## src/ocdpc_pkg.sv

```systemverilog
// Shared constants and types of the output channel divider and phase block
package ocdpc_pkg;

   // ----------------------------------------------------------------
   // Register offsets
   // ----------------------------------------------------------------
   localparam logic [7:0] ADDR_DRIVER = 8'h1f;
   localparam logic [7:0] ADDR_SINGLE = 8'h20;
   localparam logic [7:0] ADDR_DIV_LOW = 8'h21;
   localparam logic [7:0] ADDR_DIV_HIGH = 8'h22;
   localparam logic [7:0] ADDR_PHASE_LOW = 8'h23;
   localparam logic [7:0] ADDR_PHASE_HIGH = 8'h24;

   // ----------------------------------------------------------------
   // Field positions
   // ----------------------------------------------------------------
   localparam int DRV_PD_BIT = 7;
   localparam int DRV_SYNCX_BIT = 6;
   localparam int DRV_POL_LSB = 4;
   localparam int DRV_TYPE_LSB = 1;
   localparam int SE_POS_EN_BIT = 7;
   localparam int SE_POS_POL_LSB = 5;
   localparam int SE_NEG_EN_BIT = 4;
   localparam int SE_NEG_POL_LSB = 2;

   // ----------------------------------------------------------------
   // Reset values and writable masks
   // ----------------------------------------------------------------
   localparam logic [7:0] RST_DRIVER = 8'h14;
   // Both single ended legs come up disabled and forced high
   localparam logic [7:0] RST_SINGLE = 8'h00;
   localparam logic [7:0] RST_ZERO = 8'h00;
   localparam logic [7:0] MASK_DRIVER = 8'hfe;
   localparam logic [7:0] MASK_SINGLE = 8'hfc;
   localparam logic [1:0] RST_DIV_HIGH = 2'h0;
   localparam logic [2:0] RST_PHASE_HIGH = 3'h0;

   // ----------------------------------------------------------------
   // Encodings
   // ----------------------------------------------------------------
   localparam logic [1:0] POL_FORCE_HIGH = 2'h0;
   localparam logic [1:0] POL_NONINV = 2'h1;
   localparam logic [1:0] POL_INVERT = 2'h2;
   localparam logic [1:0] POL_FORCE_LOW = 2'h3;
   localparam logic [1:0] TYPE_SE_TOP = 2'h3;

   typedef enum logic [2:0] {
      OCDPC_OFF = 3'h1,
      OCDPC_WAIT = 3'h2,
      OCDPC_RUN = 3'h4
   } ocdpc_state_t;

endpackage

```

## src/ocdpc_channel.sv

```systemverilog
// Output channel configuration registers, divider and driver selection
`timescale 1ns/100ps
`default_nettype none

// How it works
// Divider ratio is the ten-bit divide value plus one; zero passes through.
// Divide value joins eight low bits with two bits of the next address.
// Start is delayed by the eleven-bit phase offset in input half periods.
// Phase offset joins eight low bits with three bits of the next address.
// Sync restarts the divider unless the sync exclude bit is set.
// Differential polarity field picks high, noninverting, inverting or low.
// Driver type field picks current level, high swing, boost or single ended.
// Positive leg single ended driver is enabled by its bit, off by default.
// Positive leg polarity field picks high, noninverting, inverting or low.
// Negative leg single ended driver is enabled by its bit, off by default.
// Negative leg polarity field picks high, noninverting, inverting or low.
// Divider power down stops the divider with a static low level.
// Single ended enables act only in single ended driver type.
module ocdpc_channel (
   input wire logic clk_sys,
   input wire logic reset_n,
   input wire logic [7:0] reg_addr,
   input wire logic reg_wr,
   input wire logic [7:0] reg_wdata,
   output logic [7:0] reg_rdata,
   input wire logic sync_req,
   output logic out_p,
   output logic out_p_oe,
   output logic out_n,
   output logic out_n_oe,
   output logic [2:0] driver_type,
   output logic half_step,
   output logic div_bypass
);

   typedef struct packed {
      logic [7:0] drv;
      logic [7:0] se;
      logic [7:0] div_low;
      logic [1:0] div_high;
      logic [7:0] ph_low;
      logic [2:0] ph_high;
      logic [7:0] rdata;
      logic p;
      logic p_oe;
      logic n;
      logic n_oe;
   } ocdpc_regs_t;

   ocdpc_regs_t s_q;
   ocdpc_regs_t s_d;
   logic [9:0] div_value;
   logic [10:0] phase_offset;
   logic [1:0] diff_pol;
   logic [1:0] pos_pol;
   logic [1:0] neg_pol;
   logic se_mode;
   logic div_level;

   // ----------------------------------------------------------------
   // Helpers
   // ----------------------------------------------------------------
   // One polarity decode shared by the differential and both single legs
   function automatic logic apply_pol(input logic [1:0] pol, input logic lvl);
      logic r;
      r = 1'b0;
      case (pol)
         ocdpc_pkg::POL_FORCE_HIGH: r = 1'b1;
         ocdpc_pkg::POL_NONINV: r = lvl;
         ocdpc_pkg::POL_INVERT: r = !lvl;
         ocdpc_pkg::POL_FORCE_LOW: r = 1'b0;
         default: r = 1'b0;
      endcase
      return r;
   endfunction

   // Field views of the stored registers
   assign div_value = {s_q.div_high, s_q.div_low};
   assign phase_offset = {s_q.ph_high, s_q.ph_low};
   assign diff_pol = s_q.drv[ocdpc_pkg::DRV_POL_LSB +: 2];
   assign pos_pol = s_q.se[ocdpc_pkg::SE_POS_POL_LSB +: 2];
   assign neg_pol = s_q.se[ocdpc_pkg::SE_NEG_POL_LSB +: 2];
   assign driver_type = s_q.drv[ocdpc_pkg::DRV_TYPE_LSB +: 3];
   // Both top codes release the differential stage to the single legs
   assign se_mode = (driver_type[2:1] == ocdpc_pkg::TYPE_SE_TOP);
   assign div_bypass = (div_value == 10'h000);

   // ----------------------------------------------------------------
   // Divider
   // ----------------------------------------------------------------
   ocdpc_divider u_div (
      .clk_sys(clk_sys),
      .reset_n(reset_n),
      .div_value(div_value),
      .phase_offset(phase_offset),
      .power_down(s_q.drv[ocdpc_pkg::DRV_PD_BIT]),
      .sync_exclude(s_q.drv[ocdpc_pkg::DRV_SYNCX_BIT]),
      .sync_req(sync_req),
      .div_level(div_level),
      .div_tick(),
      .half_step(half_step)
   );

   // ----------------------------------------------------------------
   // Register writes, read mux and pin drive
   // ----------------------------------------------------------------
   always_comb begin
      s_d = s_q;
      // Reserved bits are never stored, so they always read back zero
      if (reg_wr) begin
         case (reg_addr)
            ocdpc_pkg::ADDR_DRIVER: s_d.drv = reg_wdata & ocdpc_pkg::MASK_DRIVER;
            ocdpc_pkg::ADDR_SINGLE: s_d.se = reg_wdata & ocdpc_pkg::MASK_SINGLE;
            ocdpc_pkg::ADDR_DIV_LOW: s_d.div_low = reg_wdata;
            ocdpc_pkg::ADDR_DIV_HIGH: s_d.div_high = reg_wdata[1:0];
            ocdpc_pkg::ADDR_PHASE_LOW: s_d.ph_low = reg_wdata;
            ocdpc_pkg::ADDR_PHASE_HIGH: s_d.ph_high = reg_wdata[2:0];
            default: s_d.drv = s_q.drv;
         endcase
      end
      // Read data is registered; unmapped offsets answer zero
      case (reg_addr)
         ocdpc_pkg::ADDR_DRIVER: s_d.rdata = s_q.drv;
         ocdpc_pkg::ADDR_SINGLE: s_d.rdata = s_q.se;
         ocdpc_pkg::ADDR_DIV_LOW: s_d.rdata = s_q.div_low;
         ocdpc_pkg::ADDR_DIV_HIGH: s_d.rdata = {6'h00, s_q.div_high};
         ocdpc_pkg::ADDR_PHASE_LOW: s_d.rdata = s_q.ph_low;
         ocdpc_pkg::ADDR_PHASE_HIGH: s_d.rdata = {5'h00, s_q.ph_high};
         default: s_d.rdata = ocdpc_pkg::RST_ZERO;
      endcase
      if (se_mode) begin
         s_d.p_oe = s_q.se[ocdpc_pkg::SE_POS_EN_BIT];
         s_d.p = s_d.p_oe && apply_pol(pos_pol, div_level);
         s_d.n_oe = s_q.se[ocdpc_pkg::SE_NEG_EN_BIT];
         s_d.n = s_d.n_oe && apply_pol(neg_pol, div_level);
      end else begin
         // Differential driver owns both pins as a complementary pair
         s_d.p_oe = 1'b1;
         s_d.n_oe = 1'b1;
         s_d.p = apply_pol(diff_pol, div_level);
         s_d.n = !s_d.p;
      end
   end

   // Register file
   always_ff @(posedge clk_sys or negedge reset_n) begin
      if (!reset_n) begin
         s_q <= '{drv: ocdpc_pkg::RST_DRIVER, se: ocdpc_pkg::RST_SINGLE,
                  div_low: ocdpc_pkg::RST_ZERO, div_high: ocdpc_pkg::RST_DIV_HIGH,
                  ph_low: ocdpc_pkg::RST_ZERO, ph_high: ocdpc_pkg::RST_PHASE_HIGH,
                  rdata: ocdpc_pkg::RST_ZERO, p: 1'b0, p_oe: 1'b0, n: 1'b0, n_oe: 1'b0};
      end else begin
         s_q <= s_d;
      end
   end

   assign reg_rdata = s_q.rdata;
   assign out_p = s_q.p;
   assign out_p_oe = s_q.p_oe;
   assign out_n = s_q.n;
   assign out_n_oe = s_q.n_oe;
endmodule

`default_nettype wire

```

## src/ocdpc_divider.sv

```systemverilog
// Channel divider with phase offset start delay and sync restart
`timescale 1ns/100ps
`default_nettype none

module ocdpc_divider (
   input wire logic clk_sys,
   input wire logic reset_n,
   input wire logic [9:0] div_value,
   input wire logic [10:0] phase_offset,
   input wire logic power_down,
   input wire logic sync_exclude,
   input wire logic sync_req,
   output logic div_level,
   output logic div_tick,
   output logic half_step
);

   typedef struct packed {
      ocdpc_pkg::ocdpc_state_t state;
      logic [9:0] cnt;
      logic level;
      logic tick;
      logic half;
   } ocdpc_div_t;

   ocdpc_div_t s_q;
   ocdpc_div_t s_d;
   logic [10:0] high_len;

   // ----------------------------------------------------------------
   // Next state
   // ----------------------------------------------------------------
   // High phase is ceil(N/2) counts so odd ratios stay near 50 percent
   assign high_len = 11'({1'b0, div_value} + 11'h2) >> 1;

   always_comb begin
      s_d = s_q;
      s_d.tick = 1'b0;
      s_d.half = phase_offset[0]; // Odd half period left to the analog delay line
      if (power_down) begin
         s_d.state = ocdpc_pkg::OCDPC_OFF;
         s_d.cnt = 10'h000;
         s_d.level = 1'b0;
      end else if (sync_req && !sync_exclude) begin
         s_d.state = ocdpc_pkg::OCDPC_WAIT;
         s_d.cnt = 10'h000;
         s_d.level = 1'b0;
      end else begin
         case (s_q.state)
            ocdpc_pkg::OCDPC_OFF: begin
               s_d.state = ocdpc_pkg::OCDPC_WAIT;
               s_d.cnt = 10'h000;
            end
            ocdpc_pkg::OCDPC_WAIT: begin
               // Whole input periods of the offset, half steps counted in pairs
               if (s_q.cnt >= phase_offset[10:1]) begin
                  s_d.state = ocdpc_pkg::OCDPC_RUN;
                  s_d.cnt = 10'h000;
                  s_d.level = 1'b1;
                  s_d.tick = 1'b1;
               end else begin
                  s_d.cnt = s_q.cnt + 10'h001;
               end
            end
            ocdpc_pkg::OCDPC_RUN: begin
               // Not equality: a ratio lowered below the count must not run to wrap
               if (s_q.cnt >= div_value) begin
                  s_d.cnt = 10'h000;
                  s_d.level = 1'b1;
                  s_d.tick = 1'b1;
               end else begin
                  s_d.cnt = s_q.cnt + 10'h001;
                  s_d.level = ({1'b0, s_d.cnt} < high_len);
               end
            end
            default: begin
               s_d.state = ocdpc_pkg::OCDPC_OFF;
               s_d.cnt = 10'h000;
               s_d.level = 1'b0;
            end
         endcase
      end
   end

   // State register
   always_ff @(posedge clk_sys or negedge reset_n) begin
      if (!reset_n) begin
         s_q <= '{state: ocdpc_pkg::OCDPC_OFF, cnt: 10'h000, level: 1'b0, tick: 1'b0,
                  half: 1'b0};
      end else begin
         s_q <= s_d;
      end
   end

   assign div_level = s_q.level;
   assign div_tick = s_q.tick;
   assign half_step = s_q.half;
endmodule

`default_nettype wire

```

## config.mk

```make
export PLATFORM = sky130hd
export DESIGN_NAME = ocdpc_channel
export DESIGN_NICKNAME = d
export VERILOG_FILES = /design/src/ocdpc_pkg.sv /design/src/ocdpc_channel.sv /design/src/ocdpc_divider.sv
export SDC_FILE = /design/constraint.sdc
export NUM_CORES = 1
export LEC_CHECK = 0
export ABC_AREA = 1
export BUFFER_PORTS_ARGS = -buffer_cell sky130_fd_sc_hd__buf_4
export CAP_MARGIN = 20
export CELL_PAD_IN_SITES_DETAIL_PLACEMENT = 1
export CELL_PAD_IN_SITES_GLOBAL_PLACEMENT = 1
export CORE_MARGIN = 4
export CORE_UTILIZATION = 45
export DETAILED_ROUTE_END_ITERATION = 10
export PLACE_DENSITY = 0.87
export SYNTH_ARGS = -nofsm -noshare
export SYNTH_HDL_FRONTEND = slang
export SYNTH_SLANG_ARGS = --single-unit
```

## constraint.sdc

```tcl
create_clock -name clk_sys -period 2.4 [get_ports clk_sys]
set_input_delay 0.24 -clock clk_sys [delete_from_list [all_inputs] [get_ports clk_sys]]
set_output_delay 0.24 -clock clk_sys [all_outputs]
set_load 0.05 [all_outputs]
```

## Yosys cells after proc, flatten, opt, wreduce, memory -nomap -nowiden

Index checks and enable logic that the tools add are counted.

- Add/subtract/negate cells: 2
- Order comparisons: 3
- Equality and inequality tests: 22
- Multiplexer cells: 17
- Reduce and logical (&&, ||, !) cells: 18

Operator list:

| cell | number |
|---|---|
| $pmux 8 s6 | 1 |
| $eq 8x6->1 const B | 5 |
| $mux 14 | 2 |
| $ge 10x10->1 | 2 |
| $pmux 10 s2 | 1 |
| $reduce_and 2->1 | 8 |
| $eq 2x2->1 const B | 7 |
| $pmux 1 s4 | 3 |
| $add 10x2->11 const B | 1 |
| $mux 11 | 1 |
| $add 10x1->10 const B | 1 |
| $logic_not 10->1 | 1 |
| $lt 10x10->1 | 1 |
| $mux 10 | 1 |
| $pmux 3 s3 | 1 |
| $eq 8x5->1 const B | 1 |
| $eq 2x1->1 const B | 3 |
| $logic_not 2->1 | 3 |
| $ne 3x2->1 const B | 2 |
| $mux 4 | 1 |
| $ne 4x2->1 const B | 1 |
| $eq 3x1->1 const B | 1 |
| $eq 3x2->1 const B | 1 |
| $eq 3x3->1 const B | 1 |
| 6 further kinds | 12 |

- Flip-flop bits (word level): 61
- Bits of input ports: 20
- Output and inout port bits: 17

## Longest topological paths before layout

- Word-level depth: 6
- Gate-level depth with buffers: 19

## Modules after synthesis

A second synthesis with hierarchy kept.

- Cell total of the unflattened synthesis: 512
- Area, all modules: 4050.1 um^2

By module, submodules not included:

| module | times used | cells each | area each (um^2) | seq. area each (um^2) |
|---|---|---|---|---|
| ocdpc_channel | 1 | 271 | 2378.5 | 1153.6 |
| ocdpc_divider | 1 | 241 | 1671.6 | 401.6 |

## Worst setup path after synthesis

Ideal clock, no wire load.

- Path type: register to output
- From: register s_q, in the netlist div_value[3]
- To: output port div_bypass
- Arrival: 2.296 ns
- Data required time: 2.160 ns
- Path slack: -0.136 ns
- Cell stages (with the launch flop): 5
- Buffers on the path: 1
- Cell sequence: dfrtp_1 buf_2 nor4_1 nand4_1 nor4_1

- Longest elaborated chain between the ends: 1

Ends and longest elaborated chain:

| what | RTL line | RTL |
|---|---|---|
| start, declared | ocdpc_channel.sv:50 | `ocdpc_regs_t s_q;` |
| start signal, assigned | ocdpc_channel.sv:148 | `s_q <= '{drv: ocdpc_pkg::RST_DRIVER, se: ocdpc_pkg::RST_SINGLE,` |
| $logic_not 10->1 | ocdpc_channel.sv:86 | `assign div_bypass = (div_value == 10'h000);` |
| end, declared | ocdpc_channel.sv:33 | `output logic div_bypass` |

Every way passes these cells.

## Worst setup path after layout

- From: register u_div.s_q[4] (netlist name)
- To: register u_div.s_q, in the netlist u_div.div_level

- Longest elaborated chain between the ends: 6
- Elaborated cells between the ends (all ways): 10
- Classes of those cells: 1 x add/sub; 3 x order compare; 1 x eq/ne; 4 x mux; 1 x reduce/logical

Ends and longest elaborated chain:

| what | RTL line | RTL |
|---|---|---|
| start, declared | ocdpc_divider.sv:26 | `ocdpc_div_t s_q;` |
| start signal, assigned | ocdpc_divider.sv:88 | `s_q <= '{state: ocdpc_pkg::OCDPC_OFF, cnt: 10'h000, level: 1'b0, tick: 1'b0,` |
| $add 10x1->10 | ocdpc_divider.sv:72 | `s_d.cnt = s_q.cnt + 10'h001;` |
| $lt 10x10->1 | ocdpc_divider.sv:73 | `s_d.level = ({1'b0, s_d.cnt} < high_len);` |
| $mux 11 | ocdpc_divider.sv:67 | `if (s_q.cnt >= div_value) begin` |
| $pmux 1 s3 | ocdpc_divider.sv:49 | `case (s_q.state)` |
| $mux 14 | ocdpc_divider.sv:44 | `end else if (sync_req && !sync_exclude) begin` |
| $mux 14 | ocdpc_divider.sv:40 | `if (power_down) begin` |

Parallel ways exist; a longest one is shown, timed or not.
A chain may end at the register's enable or synchronous reset.

==> impl_metrics.py <==
metrics = {
    "floorplanning": {
        "start_util": 0.467,
        "coreArea_um2": 8260,
        "io_pins": 37,
        "die_w_um": 101,
        "die-area_um2": 10100,
        "rows": 33,
        "die_y_um": 101,
    },
    "setup_path": {
        "cp.required_ns": 2.64,
        "cp_common_cell": "nand2_1",
        "end_kind": "flip-flop",
        "setup.worst_path.start_class": "flip-flop",
        "critical_path_class": "flip-flop to flip-flop",
        "arrival_ns": 2.64,
        "cpPeakStageDelay_ns": 0.42,
        "path_cells": "ha_4 -> nand4_1 -> or2_4 -> xor2_2 -> inv_1 -> ha_4 -> nand2_2 -> nor2_4 -> nand2_1 -> nand3_1 -> nand2_1 -> nand2_1 -> nand2_1 -> nand2_1 -> nand2_1",
        "path_buf_inv": 1,
        "cp_slowest_cell": "dfrtp_2",
        "worst-path-max-fanout": 3,
        "cp_top_family": "simple AND/OR/NAND/NOR gates",
    },
    "timing": {
        "period_share": 0.999,
        "finalHoldViolations": 0,
        "fmax_mhz": 417,
        "hold_ws_ns": 0.0901,
        "fin_skew_ns": 0.00509,
        "report.final.slew_viol_count": 0,
        "worstMarginPinSlew_ns": 0.794,
        "finalSetupViolCount": 0,
        "slew_headroom": 0.471,
        "min_period_ns": 2.40,
        "finalSetupTns_ns": 0,
    },
    "synth": {
        "yosysTopAreaCellShare": 0.377,
        "avgSynthCellArea_um2": 8.08,
        "synth_area_leaders": "dfrtp_1 38%, nand2_1 11%, ha_1 10%, inv_1 8.0%, o21ai_2 4.1%",
        "syn_nets": 528,
        "ys_seq_area_frac": 0.397,
        "synth_cell_type_count": 37,
        "ys_ff_latch": 61,
        "netlist.top_cell.by_area": "dfrtp_1",
        "syn-cell-area_um2": 3850,
        "synth-warning-count": 0,
        "synthCells": 477,
    },
    "place": {
        "dp_cells": 607,
        "port_buffers": 36,
        "gp_congestion": 0.913,
        "placed_area_um2": 4160,
        "hpwl_mm": 8.43,
    },
    "global_routing": {
        "grt_max_degree": 62,
        "track_usage": 0.235,
        "first_global_vias": 3638,
        "grt_antenna_before_repair": 0,
        "grt_pass1_wl_mm": 18.1,
        "gr-total-overflow": 0,
    },
    "final_layout": {
        "fillers": 1038,
        "instances_no_fill": 634,
        "fin_area_um2": 4590,
        "seqCellArea_um2": 1540,
        "multi_input_area_um2": 2000,
        "nNetsFinal": 575,
        "area_delta_synth_final_pct": 19.1,
        "antenna_cells": 0,
        "drive_above_1_share": 0.259,
    },
    "clocking": {
        "cts_tree": "built",
        "cts_sinks": 61,
        "cts.path.max_buffers": 2,
        "cts.reportedPaths.clkPinSlew_ns": 0.08,
        "cts_buffers": 9,
        "root_buffer": "clkbuf_8",
        "htree_levels": 3,
        "clk_latency_ns": 0.35,
    },
    "routing": {
        "routed_wl_mm": 12.0,
        "firstDrtPassIters": 4,
        "via_count": 3424,
        "avgRoutedWirePerCell_um": 18.9,
        "route.detailed.drc": 0,
        "avgViaCountPerCell": 5.40,
        "ant_nets": 0,
        "drt-initial-drc-count": 232,
    },
    "flow_run": {
        "maxCapViolations": 0,
    },
    "power": {
        "powerDensity_nw_per_um2": 542,
        "vdd_drop_max_mv": 0.358,
        "p_total_w": 0.00249,
        "p_leak_nw": 2.31,
    },
    "min_path": {
        "hp-class": "input pin to flip-flop",
    },
    "run_status": {
        "status": "finished clean",
    },
}
-- layout by cell type (no fill, tap or decap), types with 2 or more instances in the layout --
master,instances
nor3_1,5
xor2_1,7
o22ai_1,5
dfrtp_2,5
buf_4,51
o211ai_1,2
dfstp_2,3
a21oi_1,9
o21ai_1,13
clkinvlp_4,3
a21o_1,3
o221ai_1,3
nand3_2,2
ha_4,5
nand2_1,110
nor4_2,2
nor2_8,2
o21ai_0,14
ha_1,26
xnor2_1,2
a21boi_0,2
nor3_2,2
nor2_1,30
nand3_1,18
nand4_1,4
inv_1,82
nor2_2,3
nand2_2,15
dfrtp_1,53
o21ai_2,19
inv_2,3
xor2_2,2
clkbuf_8,10
-- worst register-to-register path, delay by kind of cell (launching register included) --
kind	cells	cell delay [ns]
XOR/XNOR	1	0.19
adder cells (fa/ha/maj)	2	0.43
buffers and inverters	1	0.10
flip-flops	1	0.42
AND/OR/NAND/NOR	11	1.16
-- logic make-up (layout without fill, tap and decap cells) --
kind of cell             after synthesis  in the layout  share of synthesized area
adder cells (fa/ha/maj)               31             31                      0.101
flip-flops                            61             61                      0.397
AO/OA/AOI/OAI                         73             73                      0.124
XOR/XNOR                              11             11                     0.0250
buffers and inverters                101            153                      0.118
AND/OR/NAND/NOR                      200            200                      0.235
-- where the power goes --
group          internal [W]  switching, W
sequential          0.00107     0.0000314
combinational      0.000124      0.000266
clock              0.000513      0.000478
total               0.00171      0.000776
-- synthesized netlist by cell type (all sizes together) --
cell and count:
or2 2, dfrtp 58, o21a 1, a31o 1, a21boi 2, nor2 36, inv 85, dfstp 3
xor2 9, o22ai 5, nor4 3, buf 16, nor3 8, a21o 3, nand3 21, o221ai 3
o21ai 46, ha 31, o211ai 2, xnor2 2, nand4 4, nand2 126, a21oi 9, o2111ai 1
-- per-stage QoR --
stage,util,worst slack (ns)
CTS,0.534,0.0193
finish,0.556,0.00157
global route,0.556,-0.104
detailed placement,0.504,-0.0450
global placement,0.504,0.168
floorplan,-,0.272
-- what timing repair did --
item,in CTS,in global routing
hold endpoints to repair,18,0
gates resized for setup,4,27
pin swaps,0,9
hold buffers,1,0
buffers inserted,2,8
setup endpoints to repair,1,1
-- path summary, 6_finish.rpt --
kind	slack, ns	startpoint	depth (start not counted)	end
setup reg to reg	0.002	u_div.s_q[4]	15	u_div.div_level
max in group asynchronous	1.33	reset_n	2	div_value[1]
hold reg to reg	0.49	phase_offset[0]	0	u_div.half_step
min in group asynchronous	0.51	reset_n	2	phase_offset[3]
setup / recovery	0.002	u_div.s_q[4]	15	u_div.div_level
hold / removal	0.09	reg_wdata[7]	3	s_q[48]
-- sequential cells by signal, summed over array words and instances (netlist names), 2 cells and up --
register      count
u_div.s_q        13
pos_pol           2
diff_pol          2
driver_type       3
s_q               4
phase_offset     11
reg_rdata         8
neg_pol           2
div_value        10
-- final cells by class --
type	instances	area share
multi-input cells	315	0.437
flip-flops and latches	61	0.335
repair buffers	52	0.0856
inverters	85	0.0695
clock buffers	10	0.0300
well taps	105	0.0286
clock inverters	6	0.0153
-- metal layers --
metal	vias to the layer above	wire length (µm)	global-route usage
met5	-	0	0
met1	1686	4810	0.288
met3	33	665	0.0394
met2	98	6120	0.407
met4	0	359	0.101
li1	1607	-	-
Power figures use the tool's default switching activity.
